[src/logic/latency_cfg_defines.svh]
// field positions, codes and reset values of the latency and extended configuration block
`ifndef LATENCY_CFG_DEFINES_SVH
`define LATENCY_CFG_DEFINES_SVH
// pin bus widths
`define ADDR_W       14
`define BANK_W       3
`define EXT_W        17
`define PIN_W        24
// pending-edge shift widths
`define PEND_W       16
`define AL_W         8
`define ONE_PEND     16'h0001
// positions inside the synchronised pin vector
`define P_LINK       0
`define P_CKE        1
`define P_CS_N       2
`define P_WE_N       5
`define P_TERM       6
`define P_BANK_LSB   7
`define P_BANK_MSB   9
`define P_ADDR_LSB   10
`define P_ADDR_MSB   23
// base mode word fields
`define MR_CL_LSB    4
`define MR_CL_MSB    6
`define MR_LOOP_RST  8
// extended mode word fields
`define EX_LOOP_DIS  0
`define EX_DRIVE     1
`define EX_TERM_LO   2
`define EX_AL_LSB    3
`define EX_AL_MSB    5
`define EX_TERM_HI   6
`define EX_CAL_LSB   7
`define EX_CAL_MSB   9
`define EX_STB_N_DIS 10
`define EX_COPY_EN   11
`define EX_OUT_DIS   12
// legal ranges and reset values
`define CL_MIN       3'h3
`define CL_MAX       3'h7
`define AL_MAX       3'h6
`define CL_RESET     3'h3
`define EXT_RESET    17'h00000
`define RL_RESET     4'h3
`define WL_RESET     4'h2
`define WL_GAP       4'h1
// {bank_select_high, bank_select_low} targets
`define BANK_BASE    2'h0
`define BANK_EXT     2'h2
// {cs_n, ras_n, cas_n, we_n} command codes
`define CMD_LOAD     4'h0
`define CMD_REFRESH  4'h1
`define CMD_WRITE    4'h4
`define CMD_READ     4'h5
// termination codes {high, low}
`define TERM_OFF     2'h0
// command buffer
`define FIFO_DEPTH   2'h2
`endif

[src/logic/latency_cfg_pkg.sv]
// types shared by the latency and extended configuration block
package latency_cfg_pkg;
   typedef enum logic [1:0] {
      ST_RUN          = 2'b01,
      ST_SELF_REFRESH = 2'b10
   } link_state_type;

   typedef struct packed {
      logic is_write;
   } array_cmd_type;
endpackage : latency_cfg_pkg

[src/logic/cmd_stream_if.sv]
// valid/ready stream of internally issued column commands
`timescale 1ns/100ps
interface cmd_stream_if;
   logic                          valid;
   logic                          ready;
   latency_cfg_pkg::array_cmd_type data;
   modport src (output valid, output data, input ready);
   modport snk (input valid, input data, output ready);
endinterface : cmd_stream_if

[src/logic/pin_sync.sv]
// two-flop synchroniser for every memory pin
`timescale 1ns/100ps
`include "latency_cfg_defines.svh"
module pin_sync (
   // clock and reset
   input  wire logic               clk_in,
   input  wire logic               rst_n_in,
   // pins
   input  wire logic [`PIN_W-1:0]  pins_in,
   output logic      [`PIN_W-1:0]  pins_out
);
   typedef struct packed {
      logic [`PIN_W-1:0] s1;
      logic [`PIN_W-1:0] s2;
   } sync_state_type;

   sync_state_type s_reg;
   sync_state_type s_next;

   // first stage feeds only the second
   always_comb begin
      s_next    = s_reg;
      s_next.s1 = pins_in;
      s_next.s2 = s_reg.s1;
   end

   always_ff @(posedge clk_in or negedge rst_n_in) begin
      if (!rst_n_in) begin
         s_reg <= '0;
      end else begin
         s_reg <= s_next;
      end
   end

   assign pins_out = s_reg.s2;
endmodule : pin_sync

[src/logic/cmd_fifo.sv]
// two-entry buffer for issued column commands
`timescale 1ns/100ps
`include "latency_cfg_defines.svh"
module cmd_fifo (
   // clock and reset
   input  wire logic   clk_in,
   input  wire logic   rst_n_in,
   // streams
   cmd_stream_if.snk   fill,
   cmd_stream_if.src   drain
);
   typedef struct packed {
      latency_cfg_pkg::array_cmd_type [1:0] mem;
      logic                                 wptr;
      logic                                 rptr;
      logic [1:0]                           count;
   } fifo_state_type;

   fifo_state_type s_reg;
   fifo_state_type s_next;
   logic           push;
   logic           pop;

   // honest full and empty from the count
   assign fill.ready  = (s_reg.count != `FIFO_DEPTH);
   assign drain.valid = (s_reg.count != 2'h0);
   assign drain.data  = s_reg.mem[s_reg.rptr];
   assign push        = fill.valid & fill.ready;
   assign pop         = drain.valid & drain.ready;

   always_comb begin
      s_next = s_reg;
      if (push) begin
         s_next.mem[s_reg.wptr] = fill.data;
         s_next.wptr            = ~s_reg.wptr;
      end
      if (pop) begin
         s_next.rptr = ~s_reg.rptr;
      end
      s_next.count = 2'(s_reg.count + {1'b0, push} - {1'b0, pop});
   end

   always_ff @(posedge clk_in or negedge rst_n_in) begin
      if (!rst_n_in) begin
         s_reg <= '0;
      end else begin
         s_reg <= s_next;
      end
   end
endmodule : cmd_fifo

[src/logic/sdram_latency_ext_mode_config.sv]
// latency and extended mode configuration held inside the memory device
// Notes on behaviour
// - read column delay is a three-bit field, whole cycles 3 to 7 only.
// - with no extra delay, first read data aligns with link edge n plus delay.
// - extended word holds until reloaded; reload never touches array contents.
// - self refresh entry disables the loop; exit re-enables and resets it.
// - extended bit 1 picks full or reduced drive strength on all outputs.
// - extended bit 10 low drives strobe complement; high runs single-ended.
// - copy strobe complement only when copy strobe and strobe complement enabled.
// - bit 11 makes the copy strobe follow the data strobe on reads only.
// - extended bit 12 high disables all data and strobe outputs.
// - extended bits 6 and 2 pick one of three termination values.
// - termination pin switches termination, only outside self refresh.
// - extra delay field sets posted delay 0 to 6 clocks.
// - commands accepted early are held for the extra delay, then issued.
// - read total is extra plus column delay; write total one less.
// - base loop reset bit clears itself once the reset is done.
// - load with bank low 0 and bank high 1 writes the extended word.
// - load with both bank bits low writes the base word.
`timescale 1ns/100ps
`include "latency_cfg_defines.svh"
module sdram_latency_ext_mode_config (
   // clock and reset
   input  wire logic               clk_in,
   input  wire logic               rst_n_in,
   // memory pins from the controller
   input  wire logic               link_clk_in,
   input  wire logic               cke_in,
   input  wire logic               cs_n_in,
   input  wire logic               ras_n_in,
   input  wire logic               cas_n_in,
   input  wire logic               we_n_in,
   input  wire logic [`BANK_W-1:0] bank_in,
   input  wire logic [`ADDR_W-1:0] addr_in,
   input  wire logic               term_ctrl_in,
   // configuration view
   output logic [3:0]              read_total_delay_out,
   output logic [3:0]              write_total_delay_out,
   output logic [2:0]              read_column_delay_out,
   output logic [2:0]              posted_extra_delay_out,
   output logic [2:0]              driver_calibration_out,
   output logic [1:0]              termination_value_out,
   output logic                    termination_on_out,
   output logic                    loop_enable_out,
   output logic                    loop_reset_out,
   output logic                    drive_reduced_out,
   output logic                    strobe_complement_en_out,
   output logic                    read_strobe_copy_en_out,
   output logic                    read_strobe_copy_n_en_out,
   output logic                    outputs_en_out,
   output logic                    self_refresh_out,
   output logic                    reserved_code_out,
   // data timing marks
   output logic                    read_data_start_out,
   output logic                    write_data_start_out,
   // issued command stream
   output logic                    array_cmd_valid_out,
   output logic                    array_cmd_write_out,
   input  wire logic               array_cmd_ready_in,
   output logic                    cmd_accept_ready_out
);
   typedef struct packed {
      latency_cfg_pkg::link_state_type st;
      logic                            link_q;
      logic [2:0]                      cl;
      logic [`EXT_W-1:0]               ext;
      logic                            loop_rst;
      logic [3:0]                      rl;
      logic [3:0]                      wl;
      logic [`PEND_W-1:0]              rd_pend;
      logic [`PEND_W-1:0]              wr_pend;
      logic [`AL_W-1:0]                iss_rd;
      logic [`AL_W-1:0]                iss_wr;
      logic                            rd_start;
      logic                            wr_start;
      logic                            reserved;
   } cfg_state_type;

   cfg_state_type     s_reg;
   cfg_state_type     s_next;
   logic [`PIN_W-1:0] pins;
   logic              link_edge;
   logic [3:0]        cmd;
   logic [1:0]        bank_sel;
   logic [2:0]        new_cl;
   logic [2:0]        new_al;
   logic              cmd_live;
   logic              base_load;
   logic              ext_load;
   logic              rd_now;
   logic              wr_now;
   logic              push_rd;
   logic              push_wr;

   cmd_stream_if fill_if ();
   cmd_stream_if drain_if ();

   // total delay from column and extra parts
   function automatic logic [3:0] total_delay(input logic [2:0] cl, input logic [2:0] al);
      total_delay = 4'({1'b0, cl} + {1'b0, al});
   endfunction : total_delay

   // marker that surfaces after the given number of link edges
   function automatic logic [`PEND_W-1:0] mark_at(input logic [3:0] edges);
      mark_at = `ONE_PEND << edges;
   endfunction : mark_at

   // marker for the extra-delay shift; only called with a nonzero extra delay, so no underflow
   function automatic logic [`AL_W-1:0] issue_mark(input logic [2:0] al);
      logic [`PEND_W-1:0] wide;
      wide       = mark_at(4'({1'b0, al} - `WL_GAP));
      issue_mark = wide[`AL_W-1:0];
   endfunction : issue_mark

   // every pin crosses two flops first; link clock edges are found afterwards
   pin_sync i_pin_sync (
      .clk_in   (clk_in),
      .rst_n_in (rst_n_in),
      .pins_in  ({addr_in, bank_in, term_ctrl_in, we_n_in, cas_n_in, ras_n_in, cs_n_in, cke_in, link_clk_in}),
      .pins_out (pins)
   );

   // command decode on the sampled rising link edge
   assign link_edge = pins[`P_LINK] & ~s_reg.link_q;
   // packed as {cs_n, ras_n, cas_n, we_n}, the order the command codes are written in
   assign cmd       = {pins[`P_CS_N], pins[`P_CS_N+1], pins[`P_CS_N+2], pins[`P_WE_N]};
   assign bank_sel  = pins[`P_BANK_LSB+1:`P_BANK_LSB];
   assign new_cl    = pins[`P_ADDR_LSB+`MR_CL_MSB:`P_ADDR_LSB+`MR_CL_LSB];
   assign new_al    = pins[`P_ADDR_LSB+`EX_AL_MSB:`P_ADDR_LSB+`EX_AL_LSB];
   assign cmd_live  = link_edge & pins[`P_CKE] & (s_reg.st == latency_cfg_pkg::ST_RUN);
   // reserved latency codes leave the stored word untouched
   assign base_load = cmd_live & (cmd == `CMD_LOAD) & (bank_sel == `BANK_BASE)
                      & (new_cl >= `CL_MIN) & (new_cl <= `CL_MAX);
   assign ext_load  = cmd_live & (cmd == `CMD_LOAD) & (bank_sel == `BANK_EXT)
                      & (new_al <= `AL_MAX);
   assign rd_now    = cmd_live & (cmd == `CMD_READ);
   assign wr_now    = cmd_live & (cmd == `CMD_WRITE);

   // a held command leaves when its marker reaches the bottom of the extra-delay shift
   assign push_rd = link_edge & (s_reg.iss_rd[0] | (rd_now & (s_reg.ext[`EX_AL_MSB:`EX_AL_LSB] == 3'h0)));
   assign push_wr = link_edge & (s_reg.iss_wr[0] | (wr_now & (s_reg.ext[`EX_AL_MSB:`EX_AL_LSB] == 3'h0)));
   assign fill_if.valid         = push_rd | push_wr;
   assign fill_if.data.is_write = ~push_rd;

   always_comb begin
      s_next          = s_reg;
      s_next.link_q   = pins[`P_LINK];
      s_next.rd_start = 1'b0;
      s_next.wr_start = 1'b0;
      s_next.loop_rst = 1'b0;
      if (link_edge) begin
         s_next.rd_start = s_reg.rd_pend[0];
         s_next.wr_start = s_reg.wr_pend[0];
         s_next.rd_pend  = s_reg.rd_pend >> 1;
         s_next.wr_pend  = s_reg.wr_pend >> 1;
         s_next.iss_rd   = s_reg.iss_rd >> 1;
         s_next.iss_wr   = s_reg.iss_wr >> 1;
         case (s_reg.st)
            latency_cfg_pkg::ST_RUN: begin
               if (!pins[`P_CKE] && cmd == `CMD_REFRESH) begin
                  s_next.st = latency_cfg_pkg::ST_SELF_REFRESH;
               end
            end
            latency_cfg_pkg::ST_SELF_REFRESH: begin
               if (pins[`P_CKE]) begin
                  s_next.st       = latency_cfg_pkg::ST_RUN;
                  s_next.loop_rst = 1'b1;
               end
            end
            default: begin
               s_next.st = latency_cfg_pkg::ST_RUN;
            end
         endcase
         if (cmd_live && cmd == `CMD_LOAD) begin
            s_next.reserved = ~(base_load | ext_load) & (bank_sel == `BANK_BASE || bank_sel == `BANK_EXT);
         end
         if (base_load) begin
            s_next.cl       = new_cl;
            s_next.loop_rst = pins[`P_ADDR_LSB+`MR_LOOP_RST];
            s_next.rl       = total_delay(new_cl, s_reg.ext[`EX_AL_MSB:`EX_AL_LSB]);
            s_next.wl       = 4'(total_delay(new_cl, s_reg.ext[`EX_AL_MSB:`EX_AL_LSB]) - `WL_GAP);
         end
         if (ext_load) begin
            s_next.ext = {pins[`P_BANK_MSB:`P_BANK_LSB], pins[`P_ADDR_MSB:`P_ADDR_LSB]};
            s_next.rl  = total_delay(s_reg.cl, new_al);
            s_next.wl  = 4'(total_delay(s_reg.cl, new_al) - `WL_GAP);
         end
         // markers use the settings latched before this edge
         if (rd_now) begin
            s_next.rd_pend = s_next.rd_pend | mark_at(4'(s_reg.rl - `WL_GAP));
            if (s_reg.ext[`EX_AL_MSB:`EX_AL_LSB] != 3'h0) begin
               s_next.iss_rd = s_next.iss_rd
                               | issue_mark(s_reg.ext[`EX_AL_MSB:`EX_AL_LSB]);
            end
         end
         if (wr_now) begin
            s_next.wr_pend = s_next.wr_pend | mark_at(4'(s_reg.wl - `WL_GAP));
            if (s_reg.ext[`EX_AL_MSB:`EX_AL_LSB] != 3'h0) begin
               s_next.iss_wr = s_next.iss_wr
                               | issue_mark(s_reg.ext[`EX_AL_MSB:`EX_AL_LSB]);
            end
         end
      end
   end

   always_ff @(posedge clk_in or negedge rst_n_in) begin
      if (!rst_n_in) begin
         s_reg <= '{st: latency_cfg_pkg::ST_RUN, link_q: 1'b0, cl: `CL_RESET, ext: `EXT_RESET,
                    loop_rst: 1'b0, rl: `RL_RESET, wl: `WL_RESET, rd_pend: '0, wr_pend: '0,
                    iss_rd: '0, iss_wr: '0, rd_start: 1'b0, wr_start: 1'b0, reserved: 1'b0};
      end else begin
         s_reg <= s_next;
      end
   end

   // a full buffer shows at cmd_accept_ready_out; a command issued then is lost
   cmd_fifo i_cmd_fifo (
      .clk_in   (clk_in),
      .rst_n_in (rst_n_in),
      .fill     (fill_if.snk),
      .drain    (drain_if.src)
   );
   assign drain_if.ready       = array_cmd_ready_in;
   assign array_cmd_valid_out  = drain_if.valid;
   assign array_cmd_write_out  = drain_if.data.is_write;
   assign cmd_accept_ready_out = fill_if.ready;

   // configuration view, all from stored words except termination_on_out, which also takes the termination pin
   assign read_total_delay_out      = s_reg.rl;
   assign write_total_delay_out     = s_reg.wl;
   assign read_column_delay_out     = s_reg.cl;
   assign posted_extra_delay_out    = s_reg.ext[`EX_AL_MSB:`EX_AL_LSB];
   assign driver_calibration_out    = s_reg.ext[`EX_CAL_MSB:`EX_CAL_LSB];
   assign self_refresh_out          = (s_reg.st == latency_cfg_pkg::ST_SELF_REFRESH);
   assign loop_enable_out           = ~s_reg.ext[`EX_LOOP_DIS] & ~self_refresh_out;
   assign loop_reset_out            = s_reg.loop_rst;
   assign drive_reduced_out         = s_reg.ext[`EX_DRIVE];
   assign outputs_en_out            = ~s_reg.ext[`EX_OUT_DIS];
   assign strobe_complement_en_out  = ~s_reg.ext[`EX_STB_N_DIS] & outputs_en_out;
   // copy strobe only matters on x8 parts and only during reads
   assign read_strobe_copy_en_out   = s_reg.ext[`EX_COPY_EN] & outputs_en_out;
   assign read_strobe_copy_n_en_out = read_strobe_copy_en_out & strobe_complement_en_out;
   assign termination_value_out     = {s_reg.ext[`EX_TERM_HI], s_reg.ext[`EX_TERM_LO]};
   // pin is ignored in self refresh, where the loop and termination are parked
   assign termination_on_out        = pins[`P_TERM] & (termination_value_out != `TERM_OFF)
                                      & ~self_refresh_out;
   assign reserved_code_out         = s_reg.reserved;
   assign read_data_start_out       = s_reg.rd_start;
   assign write_data_start_out      = s_reg.wr_start;
endmodule : sdram_latency_ext_mode_config

[config.mk]
export PLATFORM = sky130hd
export DESIGN_NAME = sdram_latency_ext_mode_config
export DESIGN_NICKNAME = d
export VERILOG_FILES = /design/src/logic/latency_cfg_pkg.sv /design/src/logic/cmd_stream_if.sv /design/src/logic/pin_sync.sv /design/src/logic/cmd_fifo.sv /design/src/logic/sdram_latency_ext_mode_config.sv
export VERILOG_INCLUDE_DIRS = /design/src /design/src/logic
export SDC_FILE = /design/constraint.sdc
export NUM_CORES = 1
export LEC_CHECK = 0
export ABC_AREA = 1
export BUFFER_PORTS_ARGS = -buffer_cell sky130_fd_sc_hd__buf_2
export CORE_UTILIZATION = 55
export CTS_CLUSTER_SIZE = 12
export DETAILED_ROUTE_END_ITERATION = 8
export MAX_ROUTING_LAYER = met4
export PLACE_DENSITY = 0.75
export SLEW_MARGIN = 20
export SYNTH_ARGS = -nofsm -noshare
export SYNTH_HDL_FRONTEND = slang
export SYNTH_SLANG_ARGS = --single-unit
[constraint.sdc]
create_clock -name clk_in -period 2.3 [get_ports clk_in]
set_input_delay 0.69 -clock clk_in [delete_from_list [all_inputs] [get_ports clk_in]]
set_output_delay 0.69 -clock clk_in [all_outputs]
set_load 0.1 [all_outputs]
Word level (Yosys, flattened, before mapping). Cells that the tools add are included.

Register bits: 131. Input bits: 27. Logic and storage cells: 126.

$add $sub $neg: 9. Magnitude comparators: 6. Eq/ne operators: 9. Shift-type cells: 3. Mux-type cells: 20. Bitwise gates (word level): 41. Reduce and logical (&&, ||, !) cells: 17.

Operators by type and width (count): $mux 60 (1); $mux 8 (5); $mux 16 (2); $or 15x16->16 (2); $shl 1x4->16 const A (2); $and 1x1->1 (24); $or 7x8->8 (2); $sub 4x1->4 const B (4); $mux 9 (1); $not 1->1 (9); $add 3x3->4 (2); $eq 4x3->1 const B (2); $reduce_and 2->1 (4); $shl 1x4->8 const A (1); $le 3x3->1 const B (2); $mux 1 (6); $reduce_bool 2->1 (3); $eq 2x2->1 const B (2); $eq 4x1->1 const B (1); $logic_not 4->1 (1); $lt 1x2->1 const B (2); $mux 2 (2); $ne 2x1->1 const B (2); $or 1x1->1 (4); other kinds (17) (19).

Longest topological paths before layout.
Depth after elaboration: 13. Depth in mapped cells: 11. Gate-level depth less buffers: 11.

Modules after synthesis. From an unflattened synthesis, not the netlist that was laid out.

Cells, all modules: 653. Area, all modules: 5908.2 um^2.

By module, submodules not included: sdram_latency_ext_mode_config (instances 1, cells each 562, area an instance 4388.0 um^2, seq. area each 1984.4 um^2); pin_sync (instances 1, cells each 48, area an instance 1201.2 um^2, seq. area each 1201.2 um^2); cmd_fifo (instances 1, cells each 43, area an instance 319.1 um^2, seq. area each 150.1 um^2).

Least setup slack after synthesis. OpenSTA, ideal clock, no wires.

Kind: register to output. Start: reg s_reg[81] (netlist bit). End: out termination_on_out. Arrival: 2697 ps. Data required time: 1610 ps. Setup slack: -1087 ps. Cell stages (with the launch flop): 3. Cells stage by stage: dfstp_2 nor2_1 nor2_1.

Longest elaborated chain between the ends: 3.

RTL lines: from (decl) (line sdram_latency_ext_mode_config.sv:79) `cfg_state_type s_reg;`; from (signal assigned) (line sdram_latency_ext_mode_config.sv:208) `` s_reg <= '{st: latency_cfg_pkg::ST_RUN, link_q: 1'b0, cl: `CL_RESET, ext: `EXT_RESET, ``; from (signal assigned) (line sdram_latency_ext_mode_config.sv:212) `s_reg <= s_next;`; $eq 2x2->1 (line sdram_latency_ext_mode_config.sv:234) `assign self_refresh_out = (s_reg.st == latency_cfg_pkg::ST_SELF_REFRESH);`; via self_refresh_out (line sdram_latency_ext_mode_config.sv:51) `output logic self_refresh_out,`; $not 1->1 (line sdram_latency_ext_mode_config.sv:246) `& ~self_refresh_out;`; $and 1x1->1 (line sdram_latency_ext_mode_config.sv:245) `` assign termination_on_out = pins[`P_TERM] & (termination_value_out != `TERM_OFF) ``; to (decl) (line sdram_latency_ext_mode_config.sv:43) `output logic termination_on_out,`.

The timed path passes the listed nets, and every way through them passes these cells.

Worst setup path after layout.
Start: reg s_reg (netlist bit read_total_delay_out[1]). End: out read_total_delay_out[1].

RTL lines: to (decl) (line sdram_latency_ext_mode_config.sv:37) `output logic [3:0] read_total_delay_out,`.

No word-level cell between the ends.

==> reports/qor.csv <==
stage,metric,value,unit
critical_path,cpPeakStageDelay,0.59,ns
floorplan,start_util,56.8,%
routing,wire_per_inst,13.5,um
yosys,synth_edf_count,0,
critical_path,cp.depth,1,
yosys,syn_avg_cell_area,9.83,um2
final_layout,antenna_cells,0,
timing,fmax,0.446,GHz
placement,gp_congestion,0.864,
critical_path,cp_num_buf_inv,1,
routing,drtIter0Drc,197,
floorplan,die_h,103,um
critical_path,startpoint,read_total_delay_out[1]$_DFFE_PN1P_,
critical_path,end_kind,primary output,
grt,grt_pass1_wl,17300,um
yosys,synth_top_area_cell,dfrtp_1,
yosys,synth_warnings,0,
timing,tightest_slew,0.513,ns
critical_path,crit_family,flip-flops,
critical_path,worstPathArrival,1.55,ns
critical_path,r2r-end,write_total_delay_out[2]$_DFFE_PN0P_,
placement,post-dp-hpwl,7230,um
clock_network,clkSlewWorstSetupHoldPaths,0.06,ns
floorplan,ios,61,
timing,slew_headroom,66.0,%
yosys,synth_fp_nets,607,
critical_path,cp_slowest_cell,dfstp_2,
clock_network,h-tree-depth,4,
yosys,synth_common_cells,"dfrtp_1 (123), nand2_1 (107), nor2_1 (77)",
routing,route.vias.total,3913,
clock_network,cts_buffer_depth,2,
yosys,synthXorXnorAreaFrac,2.04,%
grt,grt.total_usage,22.8,%
critical_path,r2r_slack,0.37,ns
placement,portBuffers,58,
yosys,muxShareOfSynthArea,0,%
timing,timing_hold_violations_final,0,
grt,grt.overflow.total,0,
routing,dr.pass1.iters,4,
outcome,outcome,"finished, final reports clean",
clock_network,cts_made_buffers,17,
clock_network,clock_latency,0.52,ns
critical_path,r2r_cells,7,
placement,dp.cells,732,
yosys,synth_seq_cells,129,
final_layout,fin_cells,764,
final_layout,final_nets,657,
timing,fin_hold_ws,0.0694,ns
floorplan,row_count,36,
routing,ant_nets,0,
job,maxCapViolations,0,
grt,grt_max_degree,48,
yosys,synth.top_cells.by_area,"dfrtp_1 (55%), nand2_1 (7.2%), nor2_1 (5.2%)",
yosys,yosysMostFrequentCell,dfrtp_1,
critical_path,crit_fanout,7,
routing,wirelength,10300,um
timing,post-route-min-period,2.24,ns
yosys,ys_seq_area_share,58.0,%
clock_network,cts_tree,yes,
timing,slew_violations,0,
timing,final.setup.tns,0,ns
timing,grt_setup_unrepaired,no,
final_layout,syn_to_final_growth,16.1,%
yosys,syn_inst,568,
power_and_ir_drop,cellLeakagePower,3.17,nW
critical_path,path_cells,buf_2,
grt,first_global_vias,3669,
timing,fin_crit_sh,97.6,%
yosys,yosys.cell_types.count,43,
yosys,synth-simple-area-share,19.4,%
power_and_ir_drop,ir_worst_vdd,0.866,mV
final_layout,drive_gt1_share,20.9,%
critical_path,setup.worst_path.end,read_total_delay_out[1],
critical_path,r2r-start,read_column_delay_out[0]$_DFFE_PN1P_,
yosys,syn_area,5580,um2
floorplan,core-area,9820,um2
critical_path,required,1.61,ns
yosys,yosys.area_share.adder,2.96,%
critical_path,criticalPathCategory,flip-flop to primary output,
yosys,synth_compound_area_share,8.92,%
yosys,yosysTopAreaCellShare,55.1,%
timing,setup_viol,0,
grt,grt_antenna_before_repair,0,
clock_network,clockRootBuffer,clkbuf_8,
critical_path,start_kind,flip-flop,
power_and_ir_drop,power_density,968,nW/um2
timing,finClkSkew,0.00962,ns
yosys,ys.flop_type,dfrtp_1,
clock_network,clkSinkCount,129,
floorplan,die_w,103,um
routing,drc,0,
yosys,synth_top_family_by_area,simple AND/OR/NAND/NOR gates,
worst_hold_path,hp-class,primary input to asynchronous set/reset pin,
floorplan,die_area,10600,um2
routing,routed_via_density,5.12,
yosys,synthArstFlopShare,100,%
final_layout,largest_reg_flops,55,
power by group:
| part | internal (mW) | leakage [nW] | switching (mW) |
|---|---|---|---|
| clock | 1.44 | 0.256 | 1.01 |
| sequential | 2.55 | 1.50 | 0.143 |
| combinational | 0.301 | 1.41 | 0.835 |
cell usage in the layout, fill, tap and decap left out, types with 6 or more instances in the layout:
| cell type | n |
|---|---|
| inv_1 | 67 |
| buf_2 | 51 |
| ha_1 | 10 |
| nor2_2 | 6 |
| clkbuf_16 | 16 |
| dfstp_2 | 6 |
| nand3_1 | 23 |
| a22oi_1 | 22 |
| buf_4 | 6 |
| o21ai_0 | 13 |
| nand4_1 | 6 |
| a31oi_1 | 23 |
| nor2_1 | 74 |
| nand2_1 | 107 |
| dfrtp_1 | 123 |
logic make-up (layout without fill, tap and decap cells):
| family | Yosys count | in the layout |
|---|---|---|
| AO/OA/AOI/OAI | 75 | 75 |
| XOR/XNOR | 10 | 10 |
| buffers and inverters | 104 | 167 |
| flip-flops | 129 | 129 |
| AND/OR/NAND/NOR | 238 | 238 |
| adder cells (fa/ha/maj) | 12 | 12 |
cell type report:
cell class                      instances  area (um2)
Fill cell                             787        3340
Clock inverter                         14         133
Timing Repair Buffer                   64         385
Multi-Input combinational cell        335        1880
Clock buffer                           18         418
Sequential cell                       129        3240
Tap cell                              133         166
Inverter                               71         267
metal layers:
metal | global-route usage [%] | part of all wire, %
met5 | - | 0
met4 | 10.2 | 2.1
met3 | 6.64 | 4.7
met2 | 34.2 | 50
met1 | 28.9 | 43
how the worst min path moves through the flow:
stage / endpoint / depth (start not counted)
2_1_floorplan: i_pin_sync.pins_out[0]$_DFF_PN0_ / 0
3_3_place_gp: i_pin_sync.pins_out[2]$_DFF_PN0_ / 0
3_5_place_dp: i_pin_sync.pins_out[13]$_DFF_PN0_ / 0
4_1_cts: read_data_start_out$_DFF_PN0_ / 1
5_1_grt: s_reg[50]$_DFFE_PN0N_ / 1
6_report: read_data_start_out$_DFF_PN0_ / 1
repair_timing:
action,in CTS,in global routing
pin swaps,0,0
hold buffers,0,0
endpoints found under the setup margin,3,5
gates resized for setup,3,5
buffers inserted,0,0
endpoints found under the hold margin,0,0
metrics by stage:
stage,power [mW],setup slack [ns],util (%),instance area [um2]
finish,6.28,0.0559,66.0,6480
global route,6.58,0.00946,66.0,6480
CTS,6.34,0.0125,65.9,6470
detailed placement,3.86,0.365,60.2,5910
global placement,3.81,0.411,60.2,5910
floorplan,3.63,-0.0582,-,5600
No activity file was read; power rests on OpenSTA's default activity.
